## src/common/brkobj_map.svh

```systemverilog
// Register map, field positions, reset values and timing for the breaker
// object controller. Assumes a 20 MHz ref_clk and 32-bit APB.
`ifndef BRKOBJ_MAP_SVH
`define BRKOBJ_MAP_SVH

// Byte offsets on APB
`define BRKOBJ_CTRL_OFS      12'h000
`define BRKOBJ_TRAV_OFS      12'h004
`define BRKOBJ_CPUL_OFS      12'h008
`define BRKOBJ_OPUL_OFS      12'h00C
`define BRKOBJ_TERM_OFS      12'h010
`define BRKOBJ_FTP_OFS       12'h014
`define BRKOBJ_STAT_OFS      12'h018
`define BRKOBJ_OFAIL_OFS     12'h01C
`define BRKOBJ_CFAIL_OFS     12'h020
`define BRKOBJ_OOK_OFS       12'h024
`define BRKOBJ_COK_OFS       12'h028
`define BRKOBJ_CLR_OFS       12'h02C

// Control register fields
`define BRKOBJ_CTRL_TYPE_LSB 0
`define BRKOBJ_CTRL_SYNC_BIT 2
`define BRKOBJ_CTRL_RDY_LSB  3
`define BRKOBJ_CTRL_SRC_LSB  5
`define BRKOBJ_CTRL_RST      32'h0000_0039

// Timing: settings are in 20 ms steps, one tick is 20 ms
`define BRKOBJ_CLK_HZ        20000000
`define BRKOBJ_STEP_MS       20
`define BRKOBJ_TICK_CYC      ((`BRKOBJ_CLK_HZ / 1000) * `BRKOBJ_STEP_MS)
`define BRKOBJ_TRAV_RST      32'h0000_000A
`define BRKOBJ_PUL_RST       32'h0000_000A
`define BRKOBJ_TERM_RST      32'h0000_01F4
`define BRKOBJ_FTP_RST       32'h0000_000A
`define BRKOBJ_STEP_MAX      32'h0000_61A8

`endif

```

## src/common/brkobj_pkg.sv

```systemverilog
// Types shared by the breaker object controller.
// Assumes the constants of brkobj_map.svh.
package brkobj_pkg;
  typedef enum logic [1:0] {
    BRKOBJ_WDCB = 2'h0, BRKOBJ_CB = 2'h1,
    BRKOBJ_DMC  = 2'h2, BRKOBJ_DGND = 2'h3
  } brkobj_type_t;
  typedef enum logic [1:0] {
    BRKOBJ_POS_MID = 2'h0, BRKOBJ_POS_OPEN = 2'h1,
    BRKOBJ_POS_CLOSED = 2'h2, BRKOBJ_POS_BAD = 2'h3
  } brkobj_pos_t;
  typedef enum logic [1:0] {
    BRKOBJ_IDLE = 2'h0, BRKOBJ_PULSE = 2'h1, BRKOBJ_WAIT = 2'h3
  } brkobj_state_t;
  // Status pins from the breaker mechanism
  typedef struct packed {
    logic open_st;
    logic close_st;
    logic cart_racked_in_input;
    logic cart_pulled_out_input;
    logic ready;
    logic sync_ok;
  } brkobj_sense_t;
  // Requests: local, remote, application; open and close each
  typedef struct packed {
    logic [2:0] open_req;
    logic [2:0] close_req;
  } brkobj_req_t;
  // Relay and event outputs
  typedef struct packed {
    logic open_cmd;
    logic close_cmd;
    logic final_trip;
    logic err_evt;
  } brkobj_act_t;
endpackage : brkobj_pkg

```

## src/core/brkobj_cnt.sv

```systemverilog
// Saturating 32-bit request counter with synchronous clear.
// Assumes inc and clr come from logic on the same clock.
`timescale 1ns/10ps
module brkobj_cnt #(
  parameter int W = 32
) (
  input  wire logic         ref_clk,
  input  wire logic         rst,
  input  wire logic         clr,
  input  wire logic         inc,
  output logic [W-1:0]      cnt_r
);
  // Clear wins; count holds at all ones instead of wrapping
  always_ff @(posedge ref_clk) begin
    if (rst || clr) begin
      cnt_r <= '0;
    end else if (inc && !(&cnt_r)) begin
      cnt_r <= cnt_r + 1'b1;
    end
  end
endmodule : brkobj_cnt

```

## src/core/brkobj_ctrl.sv

```systemverilog
// Breaker object control: position decode, open/close requests, relay
// pulses, termination timeout, final trip, request counters over APB.
// Assumes status and request pins are asynchronous and get synchronised.
//
// What this block does
// - Separate saturating failed open/close counters
// - Clear statistics zeroes all request counters
// - Clear selector returns idle after clearing
// - Earthing disconnector reports position only
// - Main disconnector: control without readiness or sync
// - Withdrawable type adds cart monitoring
// - Open input high means object open
// - Close input high means object closed
// - Cart inputs: high means in, or out
// - Both inputs beyond traverse time: bad
// - Close pulse limited, ends on state change
// - Open pulse limited, ends on state change
// - Termination timeout raises error, ends control
// - Final-trip pulse for set length, zero continuous
// - Final trip only when no reclose expected
// - Local, remote, application sources, each selectable
// - Open and close on separate relays
// - Neither active intermediate, both active bad
// - Sync enabled refuses close without permission
// - Readiness check with selectable polarity
//
// Local design decisions: the placing of the registers and the APB slave port.
`timescale 1ns/10ps
`include "brkobj_map.svh"
module brkobj_ctrl #(
  parameter int TICK_CYC = `BRKOBJ_TICK_CYC
) (
  input  wire logic                  ref_clk,
  input  wire logic                  rst,
  input  wire logic                  psel,
  input  wire logic                  penable,
  input  wire logic                  pwrite,
  input  wire logic [11:0]           paddr,
  input  wire logic [31:0]           pwdata,
  output logic [31:0]                prdata,
  output logic                       pready,
  output logic                       pslverr,
  input  wire brkobj_pkg::brkobj_sense_t sense,
  input  wire brkobj_pkg::brkobj_req_t   req,
  input  wire logic                  reclose_pending,
  output brkobj_pkg::brkobj_act_t    act,
  output brkobj_pkg::brkobj_pos_t    pos,
  output brkobj_pkg::brkobj_pos_t    cart_pos
);
  import brkobj_pkg::*;

  // Two-stage synchronisers for the pins
  brkobj_sense_t sense_m_r, sense_r;
  brkobj_req_t   req_m_r, req_r, req_d_r;
  always_ff @(posedge ref_clk) begin
    if (rst) begin
      {sense_m_r, sense_r, req_m_r, req_r, req_d_r} <= '0;
    end else begin
      sense_m_r <= sense;
      sense_r   <= sense_m_r;
      req_m_r   <= req;
      req_r     <= req_m_r;
      req_d_r   <= req_r;
    end
  end
  // Settings registers, in 20 ms ticks
  logic [31:0] ctrl_r, trav_r, cpul_r, opul_r, term_r, ftp_r;
  logic        clr_r;              // Clear selector, self-returning
  brkobj_type_t otype;
  assign otype = brkobj_type_t'(ctrl_r[`BRKOBJ_CTRL_TYPE_LSB +: 2]);

  // APB decode; zero-wait answers
  logic wr_en, rd_en;
  assign wr_en   = psel && penable && pwrite;
  assign rd_en   = psel && !pwrite;
  assign pready  = 1'b1;
  assign pslverr = 1'b0;
  // Settings are clamped to the legal step range
  function automatic logic [31:0] clamp(input logic [31:0] v);
    clamp = (v > `BRKOBJ_STEP_MAX) ? `BRKOBJ_STEP_MAX : v;
  endfunction : clamp
  // Register writes
  always_ff @(posedge ref_clk) begin
    if (rst) begin
      ctrl_r <= `BRKOBJ_CTRL_RST;
      trav_r <= `BRKOBJ_TRAV_RST;
      cpul_r <= `BRKOBJ_PUL_RST;
      opul_r <= `BRKOBJ_PUL_RST;
      term_r <= `BRKOBJ_TERM_RST;
      ftp_r  <= `BRKOBJ_FTP_RST;
    end else if (wr_en) begin
      case (paddr)
        `BRKOBJ_CTRL_OFS: ctrl_r <= pwdata & 32'h0000_00FF;
        `BRKOBJ_TRAV_OFS: trav_r <= clamp(pwdata);
        `BRKOBJ_CPUL_OFS: cpul_r <= clamp(pwdata);
        `BRKOBJ_OPUL_OFS: opul_r <= clamp(pwdata);
        `BRKOBJ_TERM_OFS: term_r <= clamp(pwdata);
        `BRKOBJ_FTP_OFS:  ftp_r  <= clamp(pwdata);
        default: ;
      endcase
    end
  end
  // Clear strobe: one cycle, then reads back idle by itself
  always_ff @(posedge ref_clk) begin
    clr_r <= !rst && wr_en && (paddr == `BRKOBJ_CLR_OFS) && pwdata[0];
  end
  // 20 ms tick generator; free-running, so each time is +-1 tick
  logic [31:0] pre_r;
  logic        tick;
  assign tick = (pre_r == 32'(TICK_CYC - 1));
  always_ff @(posedge ref_clk) begin
    pre_r <= (rst || tick) ? 32'h0 : pre_r + 32'h1;
  end
  // Position decode with traverse window
  logic        o_st, c_st, trans;
  logic [31:0] trav_cnt_r;
  assign o_st  = sense_r.open_st;
  assign c_st  = sense_r.close_st;
  assign trans = (o_st == c_st);
  always_ff @(posedge ref_clk) begin
    if (rst || !trans) begin
      trav_cnt_r <= '0;
    end else if (tick && trav_cnt_r < trav_r) begin
      trav_cnt_r <= trav_cnt_r + 32'h1;
    end
  end
  // Last settled position is held until the traverse time runs out
  always_ff @(posedge ref_clk) begin
    if (rst) begin
      pos <= BRKOBJ_POS_MID;
    end else if (!trans) begin
      pos <= o_st ? BRKOBJ_POS_OPEN : BRKOBJ_POS_CLOSED;
    end else if (trav_cnt_r >= trav_r) begin
      pos <= o_st ? BRKOBJ_POS_BAD : BRKOBJ_POS_MID;
    end
  end
  // Cart position only for withdrawable breakers
  always_ff @(posedge ref_clk) begin
    if (rst || otype != BRKOBJ_WDCB) begin
      cart_pos <= BRKOBJ_POS_MID;
    end else begin
      cart_pos <= brkobj_pos_t'({sense_r.cart_racked_in_input,
                                 sense_r.cart_pulled_out_input});
    end
  end
  // Request edges from enabled sources
  logic [2:0] src_en;
  logic       open_rq, close_rq, can_ctl, chk, close_ok;
  assign src_en   = ctrl_r[`BRKOBJ_CTRL_SRC_LSB +: 3];
  assign open_rq  = |(req_r.open_req & ~req_d_r.open_req & src_en);
  assign close_rq = |(req_r.close_req & ~req_d_r.close_req & src_en);
  assign can_ctl  = (otype != BRKOBJ_DGND);
  assign chk      = (otype == BRKOBJ_WDCB) || (otype == BRKOBJ_CB);
  // Readiness: field 0 off, 1 high, 2 low; sync by enable bit
  logic rdy_ok, sync_ok;
  always_comb begin
    case (ctrl_r[`BRKOBJ_CTRL_RDY_LSB +: 2])
      2'h1:    rdy_ok = sense_r.ready;
      2'h2:    rdy_ok = !sense_r.ready;
      default: rdy_ok = 1'b1;
    endcase
  end
  assign sync_ok  = !ctrl_r[`BRKOBJ_CTRL_SYNC_BIT] || sense_r.sync_ok;
  assign close_ok = !chk || (rdy_ok && sync_ok);
  // Command sequencer
  brkobj_state_t st_r;
  logic          is_close_r;
  logic [31:0]   pul_cnt_r, term_cnt_r;
  logic          reached, o_fail, c_fail, o_done, c_done;
  assign reached = is_close_r ? (pos == BRKOBJ_POS_CLOSED)
                              : (pos == BRKOBJ_POS_OPEN);
  always_ff @(posedge ref_clk) begin
    if (rst) begin
      st_r       <= BRKOBJ_IDLE;
      is_close_r <= 1'b0;
      pul_cnt_r  <= '0;
      term_cnt_r <= '0;
    end else begin
      if (tick) begin
        pul_cnt_r  <= pul_cnt_r + 32'h1;
        term_cnt_r <= term_cnt_r + 32'h1;
      end
      case (st_r)
        BRKOBJ_IDLE: begin
          pul_cnt_r  <= '0;
          term_cnt_r <= '0;
          if (can_ctl && open_rq) begin
            st_r       <= BRKOBJ_PULSE; // Open takes priority
            is_close_r <= 1'b0;
          end else if (can_ctl && close_rq && close_ok) begin
            st_r       <= BRKOBJ_PULSE;
            is_close_r <= 1'b1;
          end
        end
        BRKOBJ_PULSE: begin
          if (reached) begin
            st_r <= BRKOBJ_IDLE;
          end else if (pul_cnt_r >= (is_close_r ? cpul_r : opul_r)) begin
            st_r <= BRKOBJ_WAIT;
          end
        end
        BRKOBJ_WAIT: begin
          if (reached || term_cnt_r >= term_r) begin
            st_r <= BRKOBJ_IDLE;
          end
        end
        default: st_r <= BRKOBJ_IDLE;
      endcase
    end
  end
  // Outcome strobes
  logic timeout;
  assign timeout = (st_r == BRKOBJ_WAIT) && !reached
                   && (term_cnt_r >= term_r);
  assign o_fail = (timeout && !is_close_r);
  assign c_fail = (timeout && is_close_r) ||
    ((st_r == BRKOBJ_IDLE) && can_ctl && !open_rq && close_rq
     && !close_ok);
  assign o_done = (st_r != BRKOBJ_IDLE) && reached && !is_close_r;
  assign c_done = (st_r != BRKOBJ_IDLE) && reached && is_close_r;
  // Relay outputs and error event, each from its own flip-flop
  logic open_cmd_r, close_cmd_r, err_evt_r;
  always_ff @(posedge ref_clk) begin
    if (rst) begin
      open_cmd_r  <= 1'b0;
      close_cmd_r <= 1'b0;
      err_evt_r   <= 1'b0;
    end else begin
      open_cmd_r  <= (st_r == BRKOBJ_PULSE) && !is_close_r
                     && !reached;
      close_cmd_r <= (st_r == BRKOBJ_PULSE) && is_close_r
                     && !reached;
      err_evt_r   <= timeout;
    end
  end
  // Final trip after a successful open with no reclose pending
  logic        ft_on_r;
  logic [31:0] ft_cnt_r;
  always_ff @(posedge ref_clk) begin
    if (rst) begin
      ft_on_r  <= 1'b0;
      ft_cnt_r <= '0;
    end else if (o_done && !reclose_pending) begin
      ft_on_r  <= 1'b1;
      ft_cnt_r <= '0;
    end else if (ft_on_r && ftp_r != '0) begin
      if (tick) begin
        ft_cnt_r <= ft_cnt_r + 32'h1;
      end
      if (ft_cnt_r >= ftp_r) begin
        ft_on_r <= 1'b0; // Zero length keeps it on
      end
    end else if (c_done) begin
      ft_on_r <= 1'b0;
    end
  end
  assign act = {open_cmd_r, close_cmd_r, ft_on_r, err_evt_r}; // One driver
  // Request counters
  logic [31:0] ofail_c, cfail_c, ook_c, cok_c;
  brkobj_cnt #(.W(32)) u_ofail (.ref_clk(ref_clk), .rst(rst),
    .clr(clr_r), .inc(o_fail), .cnt_r(ofail_c));
  brkobj_cnt #(.W(32)) u_cfail (.ref_clk(ref_clk), .rst(rst),
    .clr(clr_r), .inc(c_fail), .cnt_r(cfail_c));
  brkobj_cnt #(.W(32)) u_ook (.ref_clk(ref_clk), .rst(rst),
    .clr(clr_r), .inc(o_done), .cnt_r(ook_c));
  brkobj_cnt #(.W(32)) u_cok (.ref_clk(ref_clk), .rst(rst),
    .clr(clr_r), .inc(c_done), .cnt_r(cok_c));
  // Read mux, registered
  always_ff @(posedge ref_clk) begin
    if (rst) begin
      prdata <= '0;
    end else if (rd_en && !penable) begin
      case (paddr)
        `BRKOBJ_CTRL_OFS:  prdata <= ctrl_r;
        `BRKOBJ_TRAV_OFS:  prdata <= trav_r;
        `BRKOBJ_CPUL_OFS:  prdata <= cpul_r;
        `BRKOBJ_OPUL_OFS:  prdata <= opul_r;
        `BRKOBJ_TERM_OFS:  prdata <= term_r;
        `BRKOBJ_FTP_OFS:   prdata <= ftp_r;
        `BRKOBJ_STAT_OFS:  prdata <= {24'h0, act.final_trip,
                                      st_r, cart_pos, pos, 1'b0};
        `BRKOBJ_OFAIL_OFS: prdata <= ofail_c;
        `BRKOBJ_CFAIL_OFS: prdata <= cfail_c;
        `BRKOBJ_OOK_OFS:   prdata <= ook_c;
        `BRKOBJ_COK_OFS:   prdata <= cok_c;
        default:           prdata <= 32'h0;
      endcase
    end
  end
endmodule : brkobj_ctrl

```

## config.mk

```make
export PLATFORM = sky130hd
export DESIGN_NAME = brkobj_ctrl
export DESIGN_NICKNAME = d
export VERILOG_FILES = /design/src/common/brkobj_pkg.sv /design/src/core/brkobj_cnt.sv /design/src/core/brkobj_ctrl.sv
export VERILOG_INCLUDE_DIRS = /design/src /design/src/common
export SDC_FILE = /design/constraint.sdc
export NUM_CORES = 1
export LEC_CHECK = 0
export BUFFER_PORTS_ARGS = -buffer_cell sky130_fd_sc_hd__buf_2
export CORE_ASPECT_RATIO = 0.6
export CORE_MARGIN = 3
export CORE_UTILIZATION = 43
export CTS_BUF_LIST = sky130_fd_sc_hd__clkbuf_4 sky130_fd_sc_hd__clkbuf_8
export DETAILED_ROUTE_END_ITERATION = 6
export PLACE_DENSITY_LB_ADDON = 0.05
export SLEW_MARGIN = 20
export SYNTH_ARGS = -nofsm -noshare
export SYNTH_HDL_FRONTEND = slang
export SYNTH_HIERARCHICAL = 1
export SYNTH_SLANG_ARGS = --single-unit
```

## constraint.sdc

```tcl
create_clock -name ref_clk -period 6.7 [get_ports ref_clk]
set_input_delay 1.34 -clock ref_clk [delete_from_list [all_inputs] [get_ports ref_clk]]
set_output_delay 1.34 -clock ref_clk [all_outputs]
set_load 0.03 [all_outputs]
```

==> qor.csv <==
metric,value,unit
slew_headroom,0.285,
syn_nets,3414,
vias_per_cell,6.02,
final_common_cell,dfxtp_1,
crit_slowest_cell,dfxtp_1,
synth-async-reset-ratio,0,
r2r_slack,2.39,ns
finalSetupTns,0,ns
wire_per_inst,22.9,µm
use_met3,0.0877,
cpPeakStageDelay,0.59,ns
fp.coreArea,61800,µm²
cts_inserted_buffers,86,
ir_drop,0.124,mV
synth_area,27300,µm²
yosysSeqAreaShare,0.389,
drt_iter0_drc,2760,
drc_errors,1,
die_h,201,µm
instances_no_fill,4155,
worstPathCellList,inv_1 -> ha_1 -> nand4_1 -> nor4_1 -> o21ai_0 -> o211ai_1 -> a211oi_1 -> nand2b_1 -> nor4b_2 -> buf_4 -> nand4b_1 -> or4_1 -> a21oi_1,
htree_num_levels,3,
vias,25005,
fill_cells,5956,
setup_violations,0,
io_pins,104,
clk_latency,0.71,ns
multi_input_area,15200,µm²
drive_gt1_frac,0.116,
tightestPinTransition,1.06,ns
synth_top_cell_by_area,dfxtp_1,
p_leak,10.3,nW
grt_pass1_wl,142000,µm
period_share,0.644,
grt_max_degree,76,
met1_usage,0.442,
synth_top_area_frac,0.389,
synth.area.top_cells,"dfxtp_1 39%, ha_1 6.4%, a21oi_1 4.3%",
start_util,0.441,
cts_root_buf,clkbuf_8,
drt.antenna.violating_nets,0,
syn_inst,3213,
hold_viol,0,
cp.required,7.33,ns
antenna_found_initial,7,
worstPathMaxFanout,15,
path_class,reg2reg,
finalMaxSlewViolations,0,
grt_overflow_total,0,
synth_cell_type_count,85,
fmax,232,MHz
track_usage,0.277,
nNetsFinal,3455,
synth-main-ff-cell,dfxtp_1,
wl,95300,µm
p_total,0.00656,W
period_needed,4.31,ns
hpwl,71200,µm
place_congestion,0.949,
top_usage_layer,met1,
hold_buffers,0,
yosysWarnings,6,
portBuffers,101,
grt_pass1_vias,22455,
drv_cap,0,
regArea,10600,µm²
dieArea,66600,µm²
die_w,331,µm
start_kind,register,
syn_to_final_growth,10.6,%
clock_path_buffers,3,
hold_class,reg2reg,
powerDensity,217,nW/µm²
synth_edf_count,0,
row_count,70,
cts_setup_buffers,0,
synth-seq-cells,530,
clk_pin_slew,0.06,ns
ctsResizeCount,0,
place_inst,3994,
cp-end-kind,register,
postSynthAreaPerCell,8.49,µm²
rsz0062_at_grt,false,
violations,design-rule violations,
status,finished with violations,
cts_tree,built,
cts_num_sinks,530,
finClkSkew,0.0194,ns
drt-pass1-iter-count,7,
final_cell_mix,"529 x dfxtp_1, 253 x nand2_1, 235 x nor2_1",
met2_usage,0.345,
arrival,4.94,ns
-- through the flow --
stage	util	setup slack (ns)	hold slack, ns	area [µm²]
final	0.488	2.39	0.432	30200
after global routing	0.488	2.01	0.466	30200
after CTS	0.488	2.45	0.438	30200
after detailed placement	0.457	2.27	0.423	28200
after global placement	0.457	2.31	0.428	28200
after floorplan	-	3.21	0.406	27300
-- layer usage --
metal	part of all wire	vias up
met2	0.37	1085
met4	0.024	4
li1	-	11823
met1	0.49	11952
met5	0.00026	-
met3	0.12	141
-- final timing paths --
check,cells after the start,startpoint,to
setup reg to reg,13,term_r[23],u_ofail/cnt_r[26]
hold reg to reg,1,sense_m_r[5],o_st
setup / recovery,13,term_r[23],u_ofail/cnt_r[26]
hold / removal,1,sense_m_r[5],o_st
-- area by class of cell --
| type | instances | share of cell area |
|---|---|---|
| antenna | 3 | 0.000249 |
| inverter | 180 | 0.0224 |
| tap | 828 | 0.0343 |
| clock inverter | 18 | 0.00630 |
| timing repair buffer | 125 | 0.0229 |
| sequential | 530 | 0.351 |
| multi-input combinational | 2331 | 0.504 |
| clock buffer | 140 | 0.0582 |
-- cell families after synthesis --
family | after synthesis | share of synthesized area
flip-flops | 530 | 0.389
XOR/XNOR | 122 | 0.0392
AND/OR/NAND/NOR | 1301 | 0.252
other | 2 | 0.000275
buffers and inverters | 352 | 0.0556
AO/OA/AOI/OAI | 685 | 0.167
adder cells (fa/ha/maj) | 139 | 0.0637
multiplexers | 82 | 0.0336
-- power by group --
group	switching, W	internal, W	total, W
clock network	0.00142	0.00178	0.00321
registers	0.0000106	0.00316	0.00317
logic	0.000129	0.0000467	0.000175
total	0.00156	0.00499	0.00656
-- registers in the layout, summed over array words and instances, names as in the netlist, 4 cells and up --
name and cells:
u_cok/cnt_r 32, ctrl_r 8, req_m_r 6, prdata 32
trav_cnt_r 32, ft_cnt_r 32, sense_m_r 6, u_cfail/cnt_r 32
req_r 6, cpul_r 32, sense_r 4, req_d_r 6
trav_r 32, pul_cnt_r 32, u_ofail/cnt_r 32, ftp_r 32
pre_r 32, term_r 32, u_ook/cnt_r 32, term_cnt_r 32
opul_r 32
-- Yosys cell counts (56+ instances only) --
master,number
a21oi_1,234
a22oi_1,73
clkbuf_1,113
dfxtp_1,530
ha_1,139
inv_1,179
mux2i_1,67
nand2_1,253
nand3_1,148
nand4_1,123
nor2_1,240
nor3_1,122
o21ai_0,111
or3_1,84
or4_1,56
xnor2_1,87
-- critical path, delay by kind of cell (launching register included) --
kind / cells / cell delay (ns)
AND/OR/NAND/NOR: 6 / 2.16
buffers and inverters: 2 / 0.42
adder cells (fa/ha/maj): 1 / 0.32
AO/OA/AOI/OAI: 4 / 0.74
flip-flops: 1 / 0.59
No activity file was read; power rests on OpenSTA's default activity.
